[src/include/fcsl_pkg.sv]
// Package for the flash configuration shadow loader.
// Assumes a single 100 MHz clock and a synchronous flash read port.
package fcsl_pkg;
  localparam int ADDR_W = 24;
  localparam int WORD_W = 24;
  localparam int NUM_WORDS = 4;
  // Configuration area sits at the top of program memory
  localparam logic [23:0] CFG_BASE = 24'hFF_FFF8;
  localparam logic [23:0] CFG_STEP = 24'h00_0002;
  localparam logic [1:0] IDX_SECURITY = 2'h0;
  localparam logic [1:0] IDX_BOOT_LIMIT = 2'h1;
  localparam logic [1:0] IDX_OSC_SELECT = 2'h2;
  localparam logic [1:0] IDX_OSC_CONFIG = 2'h3;
  // Field positions in the security and oscillator words
  localparam int POS_BWP = 0;
  localparam int POS_BPL = 1;
  localparam int POS_BSA = 3;
  localparam int POS_GWP = 4;
  localparam int POS_GPL = 5;
  localparam int POS_CWP = 8;
  localparam int POS_CPL = 9;
  localparam int POS_AVT = 15;
  localparam int POS_OSC = 0;
  localparam int POS_TSS = 7;
  localparam int POS_PMD = 0;
  // Erased flash reads as zero here, giving the most protective state
  localparam logic [15:0] SHADOW_RESET = 16'h0000;

  typedef enum logic [1:0] {FCSL_PROT_NONE, FCSL_PROT_STD, FCSL_PROT_ENH, FCSL_PROT_HIGH} fcsl_prot_t;
  typedef enum logic [2:0] {FCSL_OSC_FRC, FCSL_OSC_FRC_PLL, FCSL_OSC_PRI, FCSL_OSC_PRI_PLL,
                            FCSL_OSC_RSVD, FCSL_OSC_LOW_POWER_RC_OSCILLATOR, FCSL_OSC_FRC_DIV16, FCSL_OSC_FRC_POST} fcsl_osc_t;
  typedef enum logic [1:0] {FCSL_PRI_EXT, FCSL_PRI_XT, FCSL_PRI_HS, FCSL_PRI_OFF} fcsl_pri_t;

  typedef struct packed {
    logic boot_write_protect;
    fcsl_prot_t boot_protection_level;
    logic boot_segment_absent;
    logic [12:0] boot_limit_page;
    logic general_write_protect;
    fcsl_prot_t general_protection_level;
    logic config_write_protect;
    fcsl_prot_t config_protection_level;
    logic alt_vector_table_off;
    fcsl_osc_t initial_osc_select;
    logic two_speed_startup;
    fcsl_pri_t primary_osc_mode;
  } fcsl_cfg_t;
endpackage

[src/rtl/fcsl_loader.sv]
// Flash configuration shadow loader: fetches the configuration words after
// each reset, decodes them and holds the core in reset until done.
// Assumes flash data returns one cycle after the read strobe.

// Summary of operation
// Settings live only in volatile shadows; refetched from flash after power-up.
// Every reset reloads each shadow from its flash configuration word.
// Configuration words are read from the top of program memory.
// Programmer fills the upper eight bits of each word with ones.
// Upper word bits are ignored and never affect behaviour.
// Erasing the last page clears words, so protection turns on.
// Write-protect bit zero blocks writes to its segment; one allows them.
// Boot level: 11 none, 10 standard, 0x high.
// General level: 11 none, 10 standard, 0x high.
// Config level: 111 none, 110 standard, 10x enhanced, 0xx high.
// Boot control one means no boot segment; zero uses the limit.
// Boot limit is the inverted page address of first general page.
// Vector table disable one disables, zero enables the alternate table.
// Oscillator select decodes eight codes, 100 reserved.
// Two-speed one starts on fast RC, then switches when ready.
// Primary mode: 11 off, 10 high speed, 01 standard, 00 external.
// Core held in reset until loaded; shadows stable until next reset.
module fcsl_loader (
  input wire logic mclk,
  input wire logic sys_rst,
  output logic flash_rd,
  output logic [23:0] flash_addr,
  input wire logic [23:0] flash_data,
  input wire logic sel_osc_ready,
  output logic core_rst,
  output logic load_done,
  output fcsl_pkg::fcsl_cfg_t cfg,
  output logic boot_writes_blocked,
  output logic general_writes_blocked,
  output logic config_writes_blocked,
  output logic boot_segment_present,
  output logic [12:0] first_general_page,
  output logic alt_vector_table_on,
  output logic on_fast_rc
);
  typedef enum logic [1:0] {FCSL_IDLE, FCSL_READ, FCSL_CAPT, FCSL_DONE} fcsl_state_t;

  fcsl_state_t state;
  fcsl_state_t next_state;
  logic [1:0] idx;
  logic [15:0] shadow [fcsl_pkg::NUM_WORDS];
  logic switched;

  // Two-bit level decode, shared by boot and general segments
  function automatic fcsl_pkg::fcsl_prot_t dec_prot2(input logic [1:0] v);
    if (!v[1]) return fcsl_pkg::FCSL_PROT_HIGH;
    return v[0] ? fcsl_pkg::FCSL_PROT_NONE : fcsl_pkg::FCSL_PROT_STD;
  endfunction

  // Next index steps with the capture, so the following read fetches the next word
  wire logic last_word = (idx == 2'(fcsl_pkg::NUM_WORDS - 1));
  wire logic [1:0] next_idx = (state == FCSL_CAPT && !last_word) ? idx + 2'h1 : idx;
  wire logic [23:0] rd_addr = fcsl_pkg::CFG_BASE + 24'(next_idx) * fcsl_pkg::CFG_STEP;

  // Sequencer: read word, capture it, step to the next
  always_comb begin
    next_state = state;
    unique case (state)
      FCSL_IDLE: next_state = FCSL_READ;
      FCSL_READ: next_state = FCSL_CAPT;
      FCSL_CAPT: next_state = last_word ? FCSL_DONE : FCSL_READ;
      FCSL_DONE: next_state = FCSL_DONE;
    endcase
  end

  // Any reset restarts the load from the first word
  always_ff @(posedge mclk) begin
    if (sys_rst) begin
      state <= FCSL_IDLE;
      idx <= 2'h0;
    end else begin
      state <= next_state;
      idx <= next_idx;
    end
  end

  // Shadows: cleared at reset, written once per load; upper bits dropped
  generate
    for (genvar i = 0; i < fcsl_pkg::NUM_WORDS; i++) begin : g_shadow
      always_ff @(posedge mclk) begin
        if (sys_rst) begin
          shadow[i] <= fcsl_pkg::SHADOW_RESET;
        end else if (state == FCSL_CAPT && idx == 2'(i)) begin
          shadow[i] <= flash_data[15:0];
        end
      end
    end
  endgenerate

  // Decode of shadow fields; cleared words give the protective settings
  wire logic [15:0] sec = shadow[fcsl_pkg::IDX_SECURITY];
  wire logic [2:0] cpl_raw = sec[fcsl_pkg::POS_CPL +: 3];
  wire fcsl_pkg::fcsl_prot_t cpl_dec = !cpl_raw[2] ? fcsl_pkg::FCSL_PROT_HIGH :
                                       !cpl_raw[1] ? fcsl_pkg::FCSL_PROT_ENH :
                                       !cpl_raw[0] ? fcsl_pkg::FCSL_PROT_STD : fcsl_pkg::FCSL_PROT_NONE;
  fcsl_pkg::fcsl_cfg_t dec;
  always_comb begin
    dec.boot_write_protect = sec[fcsl_pkg::POS_BWP];
    dec.boot_protection_level = dec_prot2(sec[fcsl_pkg::POS_BPL +: 2]);
    dec.boot_segment_absent = sec[fcsl_pkg::POS_BSA];
    dec.boot_limit_page = shadow[fcsl_pkg::IDX_BOOT_LIMIT][12:0];
    dec.general_write_protect = sec[fcsl_pkg::POS_GWP];
    dec.general_protection_level = dec_prot2(sec[fcsl_pkg::POS_GPL +: 2]);
    dec.config_write_protect = sec[fcsl_pkg::POS_CWP];
    dec.config_protection_level = cpl_dec;
    dec.alt_vector_table_off = sec[fcsl_pkg::POS_AVT];
    dec.initial_osc_select = fcsl_pkg::fcsl_osc_t'(shadow[fcsl_pkg::IDX_OSC_SELECT][fcsl_pkg::POS_OSC +: 3]);
    dec.two_speed_startup = shadow[fcsl_pkg::IDX_OSC_SELECT][fcsl_pkg::POS_TSS];
    dec.primary_osc_mode = fcsl_pkg::fcsl_pri_t'(shadow[fcsl_pkg::IDX_OSC_CONFIG][fcsl_pkg::POS_PMD +: 2]);
  end

  wire logic done_now = (state == FCSL_DONE);

  // Registered outputs; derived flags only valid once loading finished
  always_ff @(posedge mclk) begin
    if (sys_rst) begin
      flash_rd <= 1'b0;
      flash_addr <= 24'h00_0000;
      core_rst <= 1'b1;
      load_done <= 1'b0;
      cfg <= '0;
      boot_writes_blocked <= 1'b1;
      general_writes_blocked <= 1'b1;
      config_writes_blocked <= 1'b1;
      boot_segment_present <= 1'b0;
      first_general_page <= 13'h0000;
      alt_vector_table_on <= 1'b0;
      on_fast_rc <= 1'b1;
      switched <= 1'b0;
    end else begin
      flash_rd <= (next_state == FCSL_READ);
      flash_addr <= (next_state == FCSL_READ) ? rd_addr : flash_addr;
      core_rst <= !done_now;
      load_done <= done_now;
      cfg <= dec;
      boot_writes_blocked <= !dec.boot_write_protect;
      general_writes_blocked <= !dec.general_write_protect;
      config_writes_blocked <= !dec.config_write_protect;
      boot_segment_present <= !dec.boot_segment_absent;
      first_general_page <= dec.boot_segment_absent ? 13'h0000 : ~dec.boot_limit_page;
      alt_vector_table_on <= !dec.alt_vector_table_off;
      if (done_now && sel_osc_ready) switched <= 1'b1;
      on_fast_rc <= !done_now || (dec.two_speed_startup && !(switched || sel_osc_ready));
    end
  end

  // Reset and load timing; a reset in mid-load must abandon the attempt
  reset_hold_a: assert property (@(posedge mclk)
    sys_rst |=> core_rst && !load_done && !flash_rd)
    else $error("reset did not hold the core");
  core_hold_a: assert property (@(posedge mclk) disable iff (sys_rst)
    !load_done |-> core_rst)
    else $error("core released before load");
  load_early_a: assert property (@(posedge mclk) disable iff (sys_rst)
    $fell(sys_rst) |-> !load_done [*8])
    else $error("load finished too early");
  load_time_a: assert property (@(posedge mclk) disable iff (sys_rst)
    $fell(sys_rst) |-> ##[9:12] load_done)
    else $error("load too slow");

  // Read strobe: single pulses walking up through the configuration area
  top_addr_a: assert property (@(posedge mclk) disable iff (sys_rst)
    flash_rd |-> flash_addr >= fcsl_pkg::CFG_BASE)
    else $error("read outside config area");
  read_step_a: assert property (@(posedge mclk) disable iff (sys_rst)
    flash_rd |-> flash_addr == fcsl_pkg::CFG_BASE + 24'(idx) * fcsl_pkg::CFG_STEP)
    else $error("read address out of step");
  read_pulse_a: assert property (@(posedge mclk) disable iff (sys_rst)
    flash_rd |=> !flash_rd)
    else $error("read strobe longer than one cycle");
  no_refetch_a: assert property (@(posedge mclk) disable iff (sys_rst)
    load_done |-> !flash_rd)
    else $error("flash read after load");

  // Shadows frozen after load; protection outputs follow the stored bits
  stable_cfg_a: assert property (@(posedge mclk) disable iff (sys_rst)
    load_done && $past(load_done) |-> $stable(cfg))
    else $error("shadow changed after load");
  wp_map_a: assert property (@(posedge mclk) disable iff (sys_rst)
    load_done && $past(load_done) |-> boot_writes_blocked == !cfg.boot_write_protect)
    else $error("write protect wrong");
  general_wp_a: assert property (@(posedge mclk) disable iff (sys_rst)
    load_done |-> general_writes_blocked == !cfg.general_write_protect)
    else $error("general write protect wrong");
  config_wp_a: assert property (@(posedge mclk) disable iff (sys_rst)
    load_done |-> config_writes_blocked == !cfg.config_write_protect)
    else $error("config write protect wrong");
  present_map_a: assert property (@(posedge mclk) disable iff (sys_rst)
    load_done |-> boot_segment_present == !cfg.boot_segment_absent)
    else $error("boot segment presence wrong");
  absent_page_a: assert property (@(posedge mclk) disable iff (sys_rst)
    load_done && cfg.boot_segment_absent |-> first_general_page == 13'h0000)
    else $error("absent boot segment has a size");
  boot_size_a: assert property (@(posedge mclk) disable iff (sys_rst)
    load_done && $past(load_done) && !cfg.boot_segment_absent |-> first_general_page == ~cfg.boot_limit_page)
    else $error("boot limit wrong");

  // Vector table and oscillator start-up
  avt_map_a: assert property (@(posedge mclk) disable iff (sys_rst)
    load_done && $past(load_done) |-> alt_vector_table_on != cfg.alt_vector_table_off)
    else $error("vector table wrong");
  fast_rc_load_a: assert property (@(posedge mclk) disable iff (sys_rst)
    !load_done |-> on_fast_rc)
    else $error("left fast RC during load");
  direct_start_a: assert property (@(posedge mclk) disable iff (sys_rst)
    load_done && $past(load_done) && !cfg.two_speed_startup |-> !on_fast_rc)
    else $error("two-speed off ignored");
  osc_handover_a: assert property (@(posedge mclk) disable iff (sys_rst)
    load_done && $rose(sel_osc_ready) |=> !on_fast_rc)
    else $error("no handover when source ready");

  // Main scenarios: first load, reloads, mid-load restart, handover, no boot segment
  load_c: cover property (@(posedge mclk) $rose(load_done));
  reload_c: cover property (@(posedge mclk) load_done ##1 sys_rst);
  twospeed_c: cover property (@(posedge mclk) load_done && on_fast_rc ##1 !on_fast_rc);
  restart_c: cover property (@(posedge mclk) flash_rd ##1 sys_rst);
  absent_c: cover property (@(posedge mclk) load_done && !boot_segment_present);
endmodule
[config.mk]
export PLATFORM = sky130hd
export DESIGN_NAME = fcsl_loader
export DESIGN_NICKNAME = d
export VERILOG_FILES = /design/src/include/fcsl_pkg.sv /design/src/rtl/fcsl_loader.sv
export SDC_FILE = /design/constraint.sdc
export NUM_CORES = 1
export LEC_CHECK = 0
export BUFFER_PORTS_ARGS = -buffer_cell sky130_fd_sc_hd__buf_2
export CORE_MARGIN = 4
export CORE_UTILIZATION = 45
export CTS_CLUSTER_SIZE = 28
export DETAILED_ROUTE_END_ITERATION = 6
export PLACE_DENSITY = 0.86
export SLEW_MARGIN = 0
export SYNTH_ARGS = -nofsm -noshare
export SYNTH_HDL_FRONTEND = slang
export SYNTH_SLANG_ARGS = --single-unit
[constraint.sdc]
create_clock -name mclk -period 1.3 [get_ports mclk]
set_input_delay 0.13 -clock mclk [delete_from_list [all_inputs] [get_ports mclk]]
set_output_delay 0.13 -clock mclk [all_outputs]
set_load 0.03 [all_outputs]
; Word level (Yosys, flattened, before mapping)
; Memories as Yosys holds them, arrays and structs flattened. A register that Yosys moved wholly into a read port is not among the register bits.
; Index checks and enable logic that the tools add are counted.
[totals]
regBits = 79
ramBits = 64
mem_count = 1
[mem_list]
columns = memory, words, word_bits, read_ports, rd_ports_with_merged_regs, wr, line
row1 = shadow, 4, 16, 4, 1, 4, fcsl_loader.sv:46  ; logic [15:0] shadow [fcsl_pkg::NUM_WORDS];
[classes]
n_addsub = 2
n_eq_ne = 7
n_mux = 28
bitwise_logic = 5
reduce_logical = 20
[ops]
columns = cell, count
row1 = 16-bit 2-to-1 mux, 4
row2 = 1-bit 2-to-1 mux, 17
row3 = 13-bit NOT, 1
row4 = 2-bit 2-to-1 mux, 6
row5 = "2-bit == test, second input constant", 4
row6 = 1-bit zero test, 8
row7 = 2-bit case mux with 4 select lines, 1
row8 = 1-bit logical AND, 7
row9 = "2-bit by 1-bit == test with 1-bit output, second input constant", 3
row10 = "4-bit by 4-bit adder with 5-bit output, first input constant", 1
row11 = 2-bit zero test, 2
row12 = 1-bit OR, 4
row13 = "2-bit by 1-bit adder with 2-bit output, second input constant", 1
row14 = 1-bit logical OR, 2
row15 = 2-bit OR reduction, 1

; Logic depth before layout (Yosys ltp)
[depth]
ltp_word = 6
ltp_mapped = 5
ltp_nobuf = 5

; Worst setup path after synthesis
; Ideal clock, no wire load.
[synth_path]
path_kind = register to register
start = register idx[0]
end = memory shadow[0][10], data pin
t_arrival_ns = 1.083
required_ns = 1.045
path_slack_ns = -0.038
path_stages_with_launch = 6
path_buffers = 1
path_cell_list = dfxtp_1 -> inv_1 -> ha_1 -> nor4b_4 -> buf_4 -> and2_1
[synth_rtl]
columns = element, line
row1 = from (decl), fcsl_loader.sv:45  ; logic [1:0] idx;
row2 = from (signal assigned), fcsl_loader.sv:78  ; idx <= next_idx;
row3 = to (decl), fcsl_loader.sv:46

==> impl_metrics.env <==
export IMPL_drtIter0Drc=46
export IMPL_path_class="register to register"
export IMPL_start_kind="register"
export IMPL_grt_first_pass_wirelength_um=8610
export IMPL_synth_seq_area_share_pct=67.6
export IMPL_grt_max_degree=27
export IMPL_synth_seq_cells=91
export IMPL_p_leak_nw=1.77
export IMPL_end_kind="register"
export IMPL_fin_area_um2=3840
export IMPL_ys_types=29
export IMPL_die_h_um=91.7
export IMPL_finalWorstSetupSlack_ps=-28.1
export IMPL_finalCritPeriodShare_pct=102
export IMPL_cp_slowest_cell="dfxtp_4"
export IMPL_drc=0
export IMPL_comb_power_share_pct=11.8
export IMPL_outcome="finished, violations left"
export IMPL_die_x_um=91.7
export IMPL_syn_to_final_growth_pct=21.9
export IMPL_nets=360
export IMPL_globalplace_congestion=0.817
export IMPL_p_total_mw=5.59
export IMPL_cts_tree="built"
export IMPL_peakVddDrop_v=0.000689
export IMPL_clock_latency_ps=360
export IMPL_arrival_ps=1440
export IMPL_core_um2=6790
export IMPL_p_per_area_nw_per_um2=1450
export IMPL_worst_ep_required_time_ps=1410
export IMPL_final_core_util_pct=56.6
export IMPL_syn_nets=278
export IMPL_io_buffers=91
export IMPL_hold_viol_final=0
export IMPL_syn_avg_cell_area_um2=12.8
export IMPL_violations="setup timing"
export IMPL_p_clk_share_pct=32.0
export IMPL_maxCapViolations=0
export IMPL_finalSetupViolations=12
export IMPL_fin_skew_ps=8.34
export IMPL_fin_setup_tns_ps=-176
export IMPL_clk_pin_slew_ps=90
export IMPL_path_cells="inv_2 > ha_2 > nor4b_4 > buf_6 > and2_1"
export IMPL_synth_cells=247
export IMPL_htreeDepth=3
export IMPL_row_count=30
export IMPL_clockBufferDepth=2
export IMPL_finalCriticalPeriod_ps=1330
export IMPL_timing_fmax_ghz=0.753
export IMPL_grt_pass1_vias=1747
export IMPL_initial_utilization_pct=46.4
export IMPL_grt_overflow_total=0
export IMPL_power_frac_seq_pct=56.2
export IMPL_whs_ps=40.0
export IMPL_antenna_found_initial=0
export IMPL_min_path_type="input pin to register"
export IMPL_place_area_um2=3550
export IMPL_antenna_cells=0
export IMPL_critPathBufInv=2
export IMPL_n_fill_cell=539
export IMPL_avgViaCountPerCell=4.33
export IMPL_dr_pass1_iters=4
export IMPL_ios=103
export IMPL_p_switching_mw=1.57
export IMPL_final_max_slew_viol_count=0
export IMPL_critPathTopFamily="flip-flops"
export IMPL_wire_per_inst_um=12.7
export IMPL_worstPathMaxFanout=12
export IMPL_seqCellArea_um2=2140
export IMPL_drt_wl_total_um=5480
export IMPL_die_area_um2=8410
export IMPL_cts_root_buf="clkbuf_8"
export IMPL_numCtsBuffers=9
export IMPL_cts_hold_fix_buffers=0
export IMPL_grt_usage_pct=13.2
export IMPL_dp_hpwl_um=3990
export IMPL_swShare_pct=28.1
export IMPL_yosysWarnings=0
export IMPL_rrSetupSlack_ps=-30
export IMPL_critPathMaxStageDelay_ps=390
export IMPL_clock_sinks=91
export IMPL_drtAntennaViolNets=0
export IMPL_grt_setup_unrepaired="yes"
export IMPL_vias=1862
export IMPL_multi_input_area_um2=795
export IMPL_intPower_mw=4.02
export IMPL_syn_area_um2=3150
export IMPL_layout_drive_gt1_share_pct=43.4
routing by layer:
metal	GRT usage [%]	vias to the layer above	wire [µm]
li1	-	938	-
met1	14.7	861	2280
met2	22.6	51	2750
met3	4.59	12	297
met4	6.44	0	159
met5	0	-	0
final timing paths:
kind	startpoint	end	cells past startpoint
max	idx[0]$_SDFF_PP0_	shadow[0][3]$_SDFFCE_PN0P_	5
min	sel_osc_ready	switched$_SDFFE_PP0P_	3
max reg2reg	idx[0]$_SDFF_PP0_	shadow[0][3]$_SDFFCE_PN0P_	5
min reg2reg	shadow[1][9]$_SDFFCE_PN0P_	first_general_page[9]$_SDFF_PP0_	1
area by class of cell:
cell class                      instances  share of cell area [%]
Sequential cell                        91                    55.8
Clock inverter                          7                    1.76
Clock buffer                            9                    3.22
Multi-Input combinational cell        114                    20.7
Tap cell                               96                    3.13
Inverter                               10                    1.04
Timing Repair Buffer                  103                    14.4
what timing repair did:
item | in CTS | in global routing
endpoints found under the setup margin | 74 | 85
gates cloned | 0 | 1
pin swaps | 0 | 4
setup buffers | 3 | 0
resized for setup | 6 | 18
worst register-to-register path: stages (launching register included):
cell and delay (ps):
dfxtp_4 390, inv_2 60, ha_2 190, nor4b_4 130, buf_6 150, and2_1 160
registers in the layout (all words and copies together), names as in the netlist, 2 cells and up:
| name | count |
|---|---|
| cfg | 30 |
| flash_addr | 3 |
| idx | 2 |
| state | 2 |
| shadow | 31 |
| first_general_page | 13 |
placed cells by master (no fill, tap or decap), drive strengths merged:
| cell type | n |
|---|---|
| o2bb2ai | 1 |
| inv | 14 |
| clkbuf | 9 |
| mux2i | 1 |
| or2 | 2 |
| nor2 | 23 |
| nor2b | 22 |
| xnor2 | 1 |
| a31o | 2 |
| a21oi | 9 |
| clkinvlp | 1 |
| nand2b | 4 |
| or3 | 1 |
| nor4b | 2 |
| and3b | 3 |
| a21o | 3 |
| ha | 4 |
| conb | 1 |
| and2 | 31 |
| a31oi | 1 |
| dfxtp | 60 |
| nor3b | 2 |
| edfxtp | 31 |
| clkinv | 2 |
| buf | 103 |
| o32ai | 1 |
synthesized netlist by cell type:
library cell / number / area (µm²)
a31o_2: 2 / 17.5
a21oi_1: 9 / 45.0
inv_2: 1 / 3.75
nor2_1: 23 / 86.3
o2bb2ai_1: 1 / 8.76
nor4b_4: 2 / 47.6
buf_2: 5 / 25.0
nor2b_1: 22 / 138
ha_1: 4 / 50.1
nor3b_1: 1 / 7.51
or2_2: 1 / 6.26
a31oi_1: 1 / 6.26
dfxtp_1: 60 / 1200
mux2i_1: 1 / 10.0
inv_1: 8 / 30.0
buf_6: 3 / 33.8
edfxtp_1: 31 / 931
conb_1: 1 / 3.75
a21o_1: 3 / 22.5
xnor2_1: 1 / 8.76
nor3b_2: 1 / 12.5
nand2b_1: 4 / 25.0
or2_0: 1 / 6.26
and3b_1: 3 / 26.3
or3_4: 1 / 11.3
and2_1: 31 / 194
buf_4: 24 / 180
o32ai_1: 1 / 8.76
inv_4: 1 / 6.26
cells by family after synthesis:
kind of cell	count (synthesis)	share of synthesized area, %
adders and majority gates	4	1.59
other	1	0.119
and+or+nand+nor	90	17.8
AOI/OAI and AO/OA	17	3.45
DFF	91	67.6
buffers and inverters	42	8.85
muxes	1	0.317
xor gates and xnor gates	1	0.278
stage by stage:
| step | setup slack (ps) | std cells |
|---|---|---|
| final | -28.1 | 430 |
| after global placement | -68.5 | 410 |
| after CTS | -23.4 | 429 |
| after global routing | -54.9 | 430 |
| after floorplan | 23.5 | 247 |
| after detailed placement | -163 | 410 |
power by group through the flow:
stage	Combinational (mW)	Clock [mW]	Sequential, mW
global placement	0.637	0	3.20
floorplan	0.344	0	3.37
finish	0.661	1.79	3.14
global route	0.703	1.96	3.16
detailed placement	0.647	0	3.21
CTS	0.654	1.83	3.14
(Power assumes the default switching activity.)
